### config.mk
export PLATFORM = sky130hd
export DESIGN_NAME = cpu_incdec_bcd_jump_ops
export DESIGN_NICKNAME = d
export VERILOG_FILES = /design/src/common/core_pkg.sv /design/src/common/regs_if.sv /design/src/verilog/reg_slave.sv /design/src/verilog/cpu_incdec_bcd_jump_ops.sv
export SDC_FILE = /design/constraint.sdc
export NUM_CORES = 1
export LEC_CHECK = 0
export ABC_AREA = 1
export CORE_ASPECT_RATIO = 1.75
export CORE_MARGIN = 2
export CORE_UTILIZATION = 43
export DETAILED_ROUTE_END_ITERATION = 6
export DONT_BUFFER_PORTS = 1
export GPL_TIMING_DRIVEN = 0
export SLEW_MARGIN = 0
export SYNTH_ARGS = -nofsm -noshare
export SYNTH_HDL_FRONTEND = slang
export SYNTH_HIERARCHICAL = 1
export SYNTH_SLANG_ARGS = --single-unit
### constraint.sdc
create_clock -name clk_i -period 5.75 [get_ports clk_i]
set_clock_uncertainty 0.15 [all_clocks]
set_input_delay 0.2875 -clock clk_i [delete_from_list [all_inputs] [get_ports clk_i]]
set_output_delay 0.2875 -clock clk_i [all_outputs]
set_load 0.05 [all_outputs]
### src/common/core_pkg.sv
// Shared constants, encodings and types of the core execution slice
package core_pkg;
    localparam int PC_W     = 21;
    localparam int ADDR_W   = 12;
    localparam int DATA_W   = 8;
    localparam int INSTR_W  = 16;
    localparam int BANK_W   = 4;
    localparam int FLAG_W   = 5;
    localparam int RADDR_W  = 8;
    // Opcode fields
    localparam int OPC_MSB  = 15;
    localparam int OPC_LSB  = 10;
    localparam int DEST_BIT = 9;
    localparam int BANK_BIT = 8;
    localparam logic [5:0]  OPC_MINUS     = 6'h01;
    localparam logic [5:0]  OPC_PLUS      = 6'h0A;
    localparam logic [5:0]  OPC_MINUS_SZ  = 6'h0B;
    localparam logic [5:0]  OPC_MINUS_SNZ = 6'h13;
    localparam logic [15:0] OP_BCD        = 16'h0007;
    localparam logic [7:0]  OP_JUMP1      = 8'hEF;
    localparam logic [3:0]  OP_WORD2      = 4'hF;
    localparam logic [3:0]  OP_MOVE2      = 4'hC;
    localparam logic [6:0]  OP_CALL2      = 7'h76;
    localparam logic [7:0]  OP_LOADPTR2   = 8'hEE;
    // Status flag positions
    localparam int FL_C  = 0;
    localparam int FL_DC = 1;
    localparam int FL_Z  = 2;
    localparam int FL_OV = 3;
    localparam int FL_N  = 4;
    // Arithmetic constants
    localparam logic [3:0] BCD_LIMIT = 4'h9;
    localparam logic [8:0] BCD_LO6   = 9'h006;
    localparam logic [7:0] BCD_HI6   = 8'h60;
    localparam logic [7:0] BYTE_MAX  = 8'hFF;
    localparam logic [3:0] NIB_MAX   = 4'hF;
    localparam logic [7:0] SIGN_MIN  = 8'h80;
    localparam logic [7:0] SIGN_MAX  = 8'h7F;
    localparam logic [7:0] ONE8      = 8'h01;
    localparam logic [20:0] PC_STEP  = 21'h000002;
    // Access bank split
    localparam logic [7:0] INDEXED_MAX = 8'h5F;
    localparam logic [3:0] ACC_LO_BANK = 4'h0;
    localparam logic [3:0] ACC_HI_BANK = 4'hF;
    // Register map
    localparam logic [7:0] OFS_CTRL  = 8'h00;
    localparam logic [7:0] OFS_INDEX = 8'h04;
    localparam logic [7:0] OFS_ACC   = 8'h08;
    localparam logic [7:0] OFS_PC    = 8'h0C;
    localparam int CTRL_RUN   = 0;
    localparam int CTRL_EXT   = 1;
    localparam int CTRL_BANK  = 4;
    localparam int ACC_FLAGS  = 8;
    localparam logic [31:0] CTRL_RESET = 32'h00000001;
    localparam int HTRANS_ACT = 1;

    typedef enum logic [3:0] {
        PH_Q1 = 4'b0001,
        PH_Q2 = 4'b0010,
        PH_Q3 = 4'b0100,
        PH_Q4 = 4'b1000
    } phase_t;

    typedef enum logic [2:0] {
        CYC_EXEC = 3'b001,
        CYC_SKIP = 3'b010,
        CYC_JNOP = 3'b100
    } cycle_t;

    // Words that open a two-word instruction
    function automatic logic two_word(input logic [15:0] w);
        two_word = (w[15:12] == OP_MOVE2) || (w[15:9] == OP_CALL2) ||
                   (w[15:8] == OP_LOADPTR2) || (w[15:8] == OP_JUMP1);
    endfunction
endpackage

### src/common/regs_if.sv
// Control and status carrier between register slave and core
`timescale 1ns/1ps
interface regs_if;
    logic        run_en;
    logic        ext_en;
    logic [3:0]  bank_pointer;
    logic [11:0] index_base;
    logic [7:0]  acc;
    logic [4:0]  flags;
    logic [20:0] pc;
    modport regs (output run_en, ext_en, bank_pointer, index_base, input acc, flags, pc);
    modport core (input run_en, ext_en, bank_pointer, index_base, output acc, flags, pc);
endinterface

### src/verilog/reg_slave.sv
// AHB-Lite register slave for control and status words
`timescale 1ns/1ps
module reg_slave (
    input  wire logic        clk_i,
    input  wire logic        rst_n_i,
    input  wire logic        hsel_i,
    input  wire logic [31:0] haddr_i,
    input  wire logic [1:0]  htrans_i,
    input  wire logic        hwrite_i,
    input  wire logic        hready_i,
    input  wire logic [31:0] hwdata_i,
    output logic      [31:0] hrdata_o,
    regs_if.regs             rif
);
    logic [31:0] ctrl_reg;
    logic [11:0] index_reg;
    logic [31:0] rdata_reg;
    logic [7:0]  waddr_reg;
    logic        wpend_reg;
    logic [31:0] rd_mux;
    wire         take = hsel_i && htrans_i[core_pkg::HTRANS_ACT] && hready_i;
    wire [7:0]   a8   = haddr_i[7:0];

    // Read mux; unmapped offsets read zero
    assign rd_mux = (a8 == core_pkg::OFS_CTRL)  ? ctrl_reg :
                    (a8 == core_pkg::OFS_INDEX) ? {20'h00000, index_reg} :
                    (a8 == core_pkg::OFS_ACC)   ? {19'h00000, rif.flags, rif.acc} :
                    (a8 == core_pkg::OFS_PC)    ? {11'h000, rif.pc} : 32'h00000000;

    // Address phase capture; read data registered for the data phase
    always_ff @(posedge clk_i or negedge rst_n_i)
    begin
        if (!rst_n_i)
        begin
            wpend_reg <= 1'b0;
            waddr_reg <= 8'h00;
            rdata_reg <= 32'h00000000;
        end
        else if (hready_i)
        begin
            wpend_reg <= take && hwrite_i;
            waddr_reg <= a8;
            rdata_reg <= (take && !hwrite_i) ? rd_mux : 32'h00000000;
        end
    end

    // Data phase writes; status words ignore writes
    always_ff @(posedge clk_i or negedge rst_n_i)
    begin
        if (!rst_n_i)
        begin
            ctrl_reg  <= core_pkg::CTRL_RESET;
            index_reg <= 12'h000;
        end
        else if (wpend_reg)
        begin
            if (waddr_reg == core_pkg::OFS_CTRL)
                ctrl_reg <= hwdata_i & 32'h000000F3;
            if (waddr_reg == core_pkg::OFS_INDEX)
                index_reg <= hwdata_i[11:0];
        end
    end

    assign hrdata_o         = rdata_reg;
    assign rif.run_en       = ctrl_reg[core_pkg::CTRL_RUN];
    assign rif.ext_en       = ctrl_reg[core_pkg::CTRL_EXT];
    assign rif.bank_pointer = ctrl_reg[core_pkg::CTRL_BANK +: 4];
    assign rif.index_base   = index_reg;
endmodule

### src/verilog/cpu_incdec_bcd_jump_ops.sv
// Execution slice: BCD adjust, inc/dec, dec-and-skip, absolute jump
// Contract
// - BCD adjust adds 6 to low nibble if above 9 or half carry set.
// - Decrement subtracts one, destination bit picks target, five flags updated.
// - Increment adds one, five flags updated; FFh gives zero with carry.
// - Destination bit 0 writes accumulator, 1 writes the file register.
// - Dec-skip-zero stores result, skips next word on zero, flags kept.
// - Dec-skip-nonzero stores result, skips next word on nonzero, flags kept.
// - Skipping a two-word instruction takes three cycles, both words no-op.
// - Absolute jump loads 20-bit literal into program counter bits 20..1.
// - Jump first word EFh holds low literal; second word Fh holds high.
// - Jump takes two cycles; PC written at first cycle end, then no-op.
// - Bank bit 0 resolves the address in the access bank.
// - Bank bit 1 uses the bank pointer to pick the data bank.
// - Extended set, bank bit 0, address up to 5Fh: indexed offset.
//
// The AHB-Lite register port and the address map were decided locally.
`timescale 1ns/1ps
module cpu_incdec_bcd_jump_ops (
    input  wire logic        clk_i,
    input  wire logic        rst_n_i,
    input  wire logic        hsel_i,
    input  wire logic [31:0] haddr_i,
    input  wire logic [1:0]  htrans_i,
    input  wire logic        hwrite_i,
    input  wire logic [2:0]  hsize_i,
    input  wire logic        hready_i,
    input  wire logic [31:0] hwdata_i,
    output logic      [31:0] hrdata_o,
    output logic             hreadyout_o,
    output logic             hresp_o,
    input  wire logic [15:0] instr_i,
    output logic      [20:0] fetch_addr_o,
    output logic      [11:0] mem_addr_o,
    output logic             mem_rd_o,
    input  wire logic [7:0]  mem_rdata_i,
    output logic             mem_wr_o,
    output logic      [7:0]  mem_wdata_o,
    output logic      [3:0]  phase_o
);
    regs_if rif ();

    core_pkg::phase_t phase_reg;
    core_pkg::phase_t phase_next;
    core_pkg::cycle_t cyc_reg;
    core_pkg::cycle_t cyc_next;
    logic [15:0] ir_reg;
    logic [20:0] pc_reg;
    logic [20:0] pc_next;
    logic [11:0] addr_reg;
    logic [11:0] addr_next;
    logic [7:0]  opnd_reg;
    logic [7:0]  result_reg;
    logic [7:0]  result_next;
    logic [7:0]  acc_reg;
    logic [7:0]  acc_next;
    logic [4:0]  flags_reg;
    logic [4:0]  flags_next;
    logic [4:0]  fcalc_reg;
    logic [4:0]  fcalc_next;
    logic        skip_more_reg;
    logic        skip_more_next;
    logic        skip_tail_reg;
    logic        skip_tail_next;

    // Register slave answers with no wait states
    reg_slave u_regs (
        .clk_i    (clk_i),
        .rst_n_i  (rst_n_i),
        .hsel_i   (hsel_i),
        .haddr_i  (haddr_i),
        .htrans_i (htrans_i),
        .hwrite_i (hwrite_i),
        .hready_i (hready_i),
        .hwdata_i (hwdata_i),
        .hrdata_o (hrdata_o),
        .rif      (rif.regs)
    );
    assign hreadyout_o = 1'b1;
    assign hresp_o     = 1'b0;
    assign rif.acc     = acc_reg;
    assign rif.flags   = flags_reg;
    assign rif.pc      = pc_reg;

    // Phase strobes; clearing the run bit freezes the core between edges
    wire ph_en = rif.run_en;
    wire q1    = ph_en && (phase_reg == core_pkg::PH_Q1);
    wire q2    = ph_en && (phase_reg == core_pkg::PH_Q2);
    wire q3    = ph_en && (phase_reg == core_pkg::PH_Q3);
    wire q4    = ph_en && (phase_reg == core_pkg::PH_Q4);
    wire exec  = (cyc_reg == core_pkg::CYC_EXEC);
    wire skip  = (cyc_reg == core_pkg::CYC_SKIP);
    wire jnop  = (cyc_reg == core_pkg::CYC_JNOP);

    // Four phases in a ring
    assign phase_next = !ph_en ? phase_reg :
                        (phase_reg == core_pkg::PH_Q1) ? core_pkg::PH_Q2 :
                        (phase_reg == core_pkg::PH_Q2) ? core_pkg::PH_Q3 :
                        (phase_reg == core_pkg::PH_Q3) ? core_pkg::PH_Q4 : core_pkg::PH_Q1;

    // Decode of the held instruction word
    wire [5:0] opc     = ir_reg[core_pkg::OPC_MSB:core_pkg::OPC_LSB];
    wire       is_dec  = (opc == core_pkg::OPC_MINUS);
    wire       is_inc  = (opc == core_pkg::OPC_PLUS);
    wire       is_dsz  = (opc == core_pkg::OPC_MINUS_SZ);
    wire       is_dsnz = (opc == core_pkg::OPC_MINUS_SNZ);
    wire       is_bcd  = (ir_reg == core_pkg::OP_BCD);
    wire       is_jump = (ir_reg[15:8] == core_pkg::OP_JUMP1);
    wire       is_byte = is_dec || is_inc || is_dsz || is_dsnz;
    wire       dest_f  = ir_reg[core_pkg::DEST_BIT];

    // File address resolution from the word being decoded
    wire [7:0] f_new   = instr_i[7:0];
    wire       a_new   = instr_i[core_pkg::BANK_BIT];
    wire       low_f   = (f_new <= core_pkg::INDEXED_MAX);
    wire       indexed = rif.ext_en && !a_new && low_f;
    wire [11:0] idx_addr = rif.index_base + {4'h0, f_new};
    wire [3:0] acc_bank = low_f ? core_pkg::ACC_LO_BANK : core_pkg::ACC_HI_BANK;
    assign addr_next = a_new   ? {rif.bank_pointer, f_new} :
                       indexed ? idx_addr :
                       {acc_bank, f_new};

    // Source operand: accumulator for BCD adjust, file data otherwise
    wire [7:0] src     = is_bcd ? acc_reg : mem_rdata_i;
    wire [7:0] dec_res = src - core_pkg::ONE8;
    wire [7:0] inc_res = src + core_pkg::ONE8;

    // BCD adjust; low fix may carry into the high nibble
    wire       lo_fix  = (src[3:0] > core_pkg::BCD_LIMIT) || flags_reg[core_pkg::FL_DC];
    wire [8:0] t1      = {1'b0, src} + (lo_fix ? core_pkg::BCD_LO6 : 9'h000);
    wire       hi_fix  = t1[8] || (t1[7:4] > core_pkg::BCD_LIMIT) || flags_reg[core_pkg::FL_C];
    wire [7:0] bcd_res = t1[7:0] + (hi_fix ? core_pkg::BCD_HI6 : 8'h00);

    assign result_next = is_bcd ? bcd_res : is_inc ? inc_res : dec_res;

    // Flags: decrement carry means no borrow
    wire [7:0] ar  = is_inc ? inc_res : dec_res;
    wire       a_c = is_inc ? (src == core_pkg::BYTE_MAX) : (src != 8'h00);
    wire       a_d = is_inc ? (src[3:0] == core_pkg::NIB_MAX) : (src[3:0] != 4'h0);
    wire       a_v = is_inc ? (src == core_pkg::SIGN_MAX) : (src == core_pkg::SIGN_MIN);
    wire [4:0] ar_flags = {ar[7], a_v, (ar == 8'h00), a_d, a_c};
    wire [4:0] bcd_flags = flags_reg | {4'h0, hi_fix};
    assign fcalc_next = is_bcd ? bcd_flags : ar_flags;

    // Commit in Q4; skip forms keep the flags
    wire commit  = exec && q4;
    wire to_acc  = commit && ((is_byte && !dest_f) || is_bcd);
    wire upd_fl  = commit && (is_dec || is_inc || is_bcd);
    assign acc_next   = to_acc ? result_reg : acc_reg;
    assign flags_next = upd_fl ? fcalc_reg : flags_reg;

    // Data memory strobes
    assign mem_addr_o  = addr_reg;
    assign mem_rd_o    = exec && q2 && is_byte;
    assign mem_wr_o    = commit && is_byte && dest_f;
    assign mem_wdata_o = result_reg;

    // Skip and jump decisions at the end of the cycle
    wire res_zero  = (result_reg == 8'h00);
    wire skip_take = commit && ((is_dsz && res_zero) || (is_dsnz && !res_zero));
    wire word2_ok  = (instr_i[15:12] == core_pkg::OP_WORD2);
    wire jump_take = commit && is_jump && word2_ok;
    wire [20:0] jump_pc = {instr_i[11:0], ir_reg[7:0], 1'b0};

    // A skipped word that opens a two-word instruction costs one more cycle
    assign skip_more_next = (skip && q1 && !skip_tail_reg) ? core_pkg::two_word(instr_i) :
                            (skip && q4) ? 1'b0 : skip_more_reg;
    assign skip_tail_next = (skip && q4) ? skip_more_reg : skip_tail_reg;

    assign cyc_next = !q4 ? cyc_reg :
                      jump_take ? core_pkg::CYC_JNOP :
                      skip_take ? core_pkg::CYC_SKIP :
                      (skip && skip_more_reg) ? core_pkg::CYC_SKIP : core_pkg::CYC_EXEC;

    // Fetch advances each Q1 except in the jump bubble
    assign pc_next = jump_take ? jump_pc :
                     (q1 && !jnop) ? pc_reg + core_pkg::PC_STEP : pc_reg;

    // Sequencing state
    always_ff @(posedge clk_i or negedge rst_n_i)
    begin
        if (!rst_n_i)
        begin
            phase_reg     <= core_pkg::PH_Q1;
            cyc_reg       <= core_pkg::CYC_EXEC;
            pc_reg        <= 21'h000000;
            skip_more_reg <= 1'b0;
            skip_tail_reg <= 1'b0;
        end
        else
        begin
            phase_reg     <= phase_next;
            cyc_reg       <= cyc_next;
            pc_reg        <= pc_next;
            skip_more_reg <= skip_more_next;
            skip_tail_reg <= skip_tail_next;
        end
    end

    // Decode capture in Q1
    always_ff @(posedge clk_i or negedge rst_n_i)
    begin
        if (!rst_n_i)
        begin
            ir_reg   <= 16'h0000;
            addr_reg <= 12'h000;
        end
        else if (exec && q1)
        begin
            ir_reg   <= instr_i;
            addr_reg <= addr_next;
        end
    end

    // Process in Q3, results held for the Q4 commit
    always_ff @(posedge clk_i or negedge rst_n_i)
    begin
        if (!rst_n_i)
        begin
            opnd_reg   <= 8'h00;
            result_reg <= 8'h00;
            fcalc_reg  <= 5'h00;
        end
        else if (exec && q3)
        begin
            opnd_reg   <= src;
            result_reg <= result_next;
            fcalc_reg  <= fcalc_next;
        end
    end

    // Architectural accumulator and flags
    always_ff @(posedge clk_i or negedge rst_n_i)
    begin
        if (!rst_n_i)
        begin
            acc_reg   <= 8'h00;
            flags_reg <= 5'h00;
        end
        else
        begin
            acc_reg   <= acc_next;
            flags_reg <= flags_next;
        end
    end

    assign fetch_addr_o = pc_reg;
    assign phase_o      = phase_reg;

    // Commit cycle marker shared by the result checks
    wire dq4 = commit;

    // Helper: high fix as latched at Q3
    logic hi_fix_q;
    always_ff @(posedge clk_i or negedge rst_n_i)
    begin
        if (!rst_n_i)
            hi_fix_q <= 1'b0;
        else if (exec && q3)
            hi_fix_q <= hi_fix;
    end

    // Without the extended set the access bank splits at the indexed limit
    wire acc_lo_hit = (mem_addr_o[7:0] <= core_pkg::INDEXED_MAX);
endmodule

==> metrics.txt <==
mux contribution to synthesized area=0.587%; Routed Antenna Nets=0; worst vdd ir=0.198 mV; combinational family with the most area after synthesis=simple AND/OR/NAND/NOR gates; CP Depth=25; Slew HR=15.4%; CP top delay family=simple AND/OR/NAND/NOR gates; Adder-Cell Fraction of Synth Area=4.04%; status=finished, final reports clean; CP peak stage delay=0.43 ns; Yosys top cell by area=dfrtp_1; Final nets=1,209; Int Pwr=2.31 mW; Post-DP HPWL=18,400 um; area of the die=0.0190 mm2; Worst setup SP type=flop; YS warnings=6; Pleak=4.45 nW; Worst Tran Pin Value=1.26 ns; count leader, synth=nand2_1; area grow syn2layout=20.2%; DRT Pass-1 Iters=5; number of global-route vias before repair=7,268; synthesized-area fraction occupied by xor and xnor cells=3.31%; clk root buf=clkbuf_16; Fmax=265 MHz; hold path endpoint=ir_reg[1]$_DFFE_PN0P_; Setup TNS=0 ns; top fanout value on the critical path=10; CP bufs+invs=3; Die X=105 um; Max clock buf depth=2; CP endpoint kind=flop; R2R Path Start=ir_reg[2]$_DFFE_PN0P_; FF-to-FF path depth=25; Cells after Synth=1,007; GRT Util Overall=26.8%; Critical Path Start=ir_reg[2]$_DFFE_PN0P_; Clock power frac=32.6%; placer congestion estimate=0.928; Fin Hold WS=0.0168 ns; Final setup viols=0; Final Hold Vio Count=0; placed cell area=0.00802 mm2; Clk Latency, worst-skew pair=0.43 ns; Switching Fraction=41.3%; Die Span Y=181 um; clock buffer count from CTS=17; Seq pwr share=43.8%; clock sinks=131; Reg2Reg Setup Slack=1.97 ns; placeable core area=0.0175 mm2; vias per cell=5.21; Reg area=0.00328 mm2; Worst R2R End=mem_wdata_o[6]$_DFFE_PN0P_; via count=6,936; # IOs=179; RSZ-0062 raised after global routing=no; synth top area cells=dfrtp_1 (42%), nand2_1 (13%), nand3_1 (6.4%); fin util=52.8%; number of synthesized flops with an enable pin=0; Worst-path clk slew=0.06 ns; first-pass GRT wire length=38,900 um; Synth Flop Type=dfrtp_1; gr ovfl total=0; Synth Area in Simple Gates=27.6%; multi-input logic area=0.00374 mm2; FILL cells=1,758; Synth Cell Area=0.00767 mm2; synth cell count leaders=nand2_1 (269), dfrtp_1 (128), inv_1 (106); slowest CP cell=fa_1; top cell type's share of synthesized area=41.7%; DRT iter0 DRCs=342; Final Critical Period=3.78 ns; depth of the CTS H-tree=4; WL final=24,300 um; # port buffers=0; sequential area share after synthesis=42.8%; Compound-Gate Fraction of Synth Area=12.3%; Initial Util=44.0%; Comb power frac=23.6%; wire per inst=18.2 um; FF+latch count, synth=131; row count=64; fin cells=1,332; fin crit share=65.7%; Cell Pwr Density=427 mW/mm2; WP data required=5.89 ns; share of cells above drive strength 1=9.17%; Cell variety after synth=46; post-route cell area=0.00923 mm2; largest net degree at the start of global routing=132; max reg flops=21; hold path depth=2; antenna cells=0; initial antenna violation count=0; Cells after DPL=1,250; Max Slew Vio Count=0; most frequent CP cell=nand2_1; Async S/R FF share, synth=100%; max_cap viols=0; DRC=0; Crit Path Class=flop to flop; Net Sw Power=1.63 mW; CTS tree=yes; hold crit path type=input pin to flop; min-delay src=instr_i[1]; mean post-synth cell area=7.62 um2; Worst EP arrival=3.92 ns
[worst reg2reg max path: stages, from the launching register on]
cell	delay (ns)
dfrtp_1	0.36
inv_1	0.09
nor2_1	0.05
nand2_1	0.12
nor2_1	0.05
nand2_1	0.12
buf_2	0.26
nand2_1	0.07
nand2_1	0.14
nand2_1	0.08
nand2_2	0.07
nand2_2	0.05
ha_1	0.19
ha_1	0.18
inv_1	0.05
nand2_1	0.19
nand3_1	0.13
nand2_1	0.05
nand2_1	0.08
nand2_1	0.05
nand2_1	0.07
nand2_1	0.10
ha_1	0.20
fa_1	0.43
o211ai_1	0.17
o21ai_0	0.10
[area by class of cell]
class,count,share of cell area [%]
flip-flops and latches,131,35.6
clock buffers,19,4.69
clock inverters,13,2.78
inverters,116,4.72
repair buffers,50,5.62
well taps,231,3.13
plain buffers,46,2.98
multi-input cells,726,40.5
[how the worst max path moves through the flow]
| stage | endpoint | slack, ns |
|---|---|---|
| floorplan | mem_wdata_o[6]$_DFFE_PN0P_ | 2.44 |
| global placement | mem_wdata_o[6]$_DFFE_PN0P_ | 2.02 |
| detailed placement | mem_wdata_o[6]$_DFFE_PN0P_ | 1.97 |
| CTS | mem_wdata_o[6]$_DFFE_PN0P_ | 1.96 |
| global route | mem_wdata_o[6]$_DFFE_PN0P_ | 1.58 |
| finish | mem_wdata_o[6]$_DFFE_PN0P_ | 1.97 |
[kinds of logic (layout without fill, tap and decap cells)]
family | count (synthesis) | after routing
simple gates | 489 | 489
compound gates | 166 | 166
buf+inv | 162 | 244
flops | 131 | 131
xor+xnor | 29 | 29
fa+ha+maj | 23 | 23
mux | 4 | 4
other cells | 3 | 15
[layer usage]
metal / share of wire [%] / vias to the layer above / track usage (%)
met1: 35 / 3236 / 26.2
li1: - / 3441 / -
met3: 5.2 / 67 / 6.46
met2: 54 / 192 / 49.9
met4: 5.6 / 0 / 15.9
met5: 0 / - / 0
[metrics by stage]
| stage | setup WS (ns) | power (mW) |
|---|---|---|
| after global placement | 2.02 | 2.59 |
| after CTS | 1.96 | 3.95 |
| final | 1.97 | 3.94 |
| after floorplan | 2.44 | 2.31 |
| after detailed placement | 1.97 | 2.61 |
| after global routing | 1.58 | 4.15 |
[power by group through the flow]
stage               Clock [mW]  Sequential (mW)  Combinational (mW)
global placement             0             1.74               0.851
detailed placement           0             1.74               0.866
finish                    1.28             1.73               0.927
floorplan                    0             1.65               0.662
CTS                       1.30             1.73               0.930
global route              1.34             1.75                1.06
[cells in the final DEF (no fill, tap or decap), types with 10 or more instances in the layout]
master | Yosys | layout
a21oi_1 | 45 | 45
buf_2 | 10 | 10
buf_4 | 18 | 18
clkbuf_1 | 15 | 17
clkbuf_16 | 0 | 17
conb_1 | 3 | 15
dfrtp_1 | 128 | 128
dlygate4sd3_1 | 0 | 49
ha_1 | 20 | 20
inv_1 | 106 | 106
nand2_1 | 269 | 269
nand3_1 | 98 | 98
nand4_1 | 15 | 15
nor2_1 | 75 | 75
o211ai_1 | 13 | 13
o21ai_0 | 72 | 72
xnor2_1 | 15 | 15
xor2_1 | 14 | 14
[timing repair]
item                      in CTS  in global routing
buffers inserted               0                  0
hold endpoints to repair     204                  0
gates resized for setup        0                  0
hold buffers                  50                  0
Power figures use the tool's default switching activity.
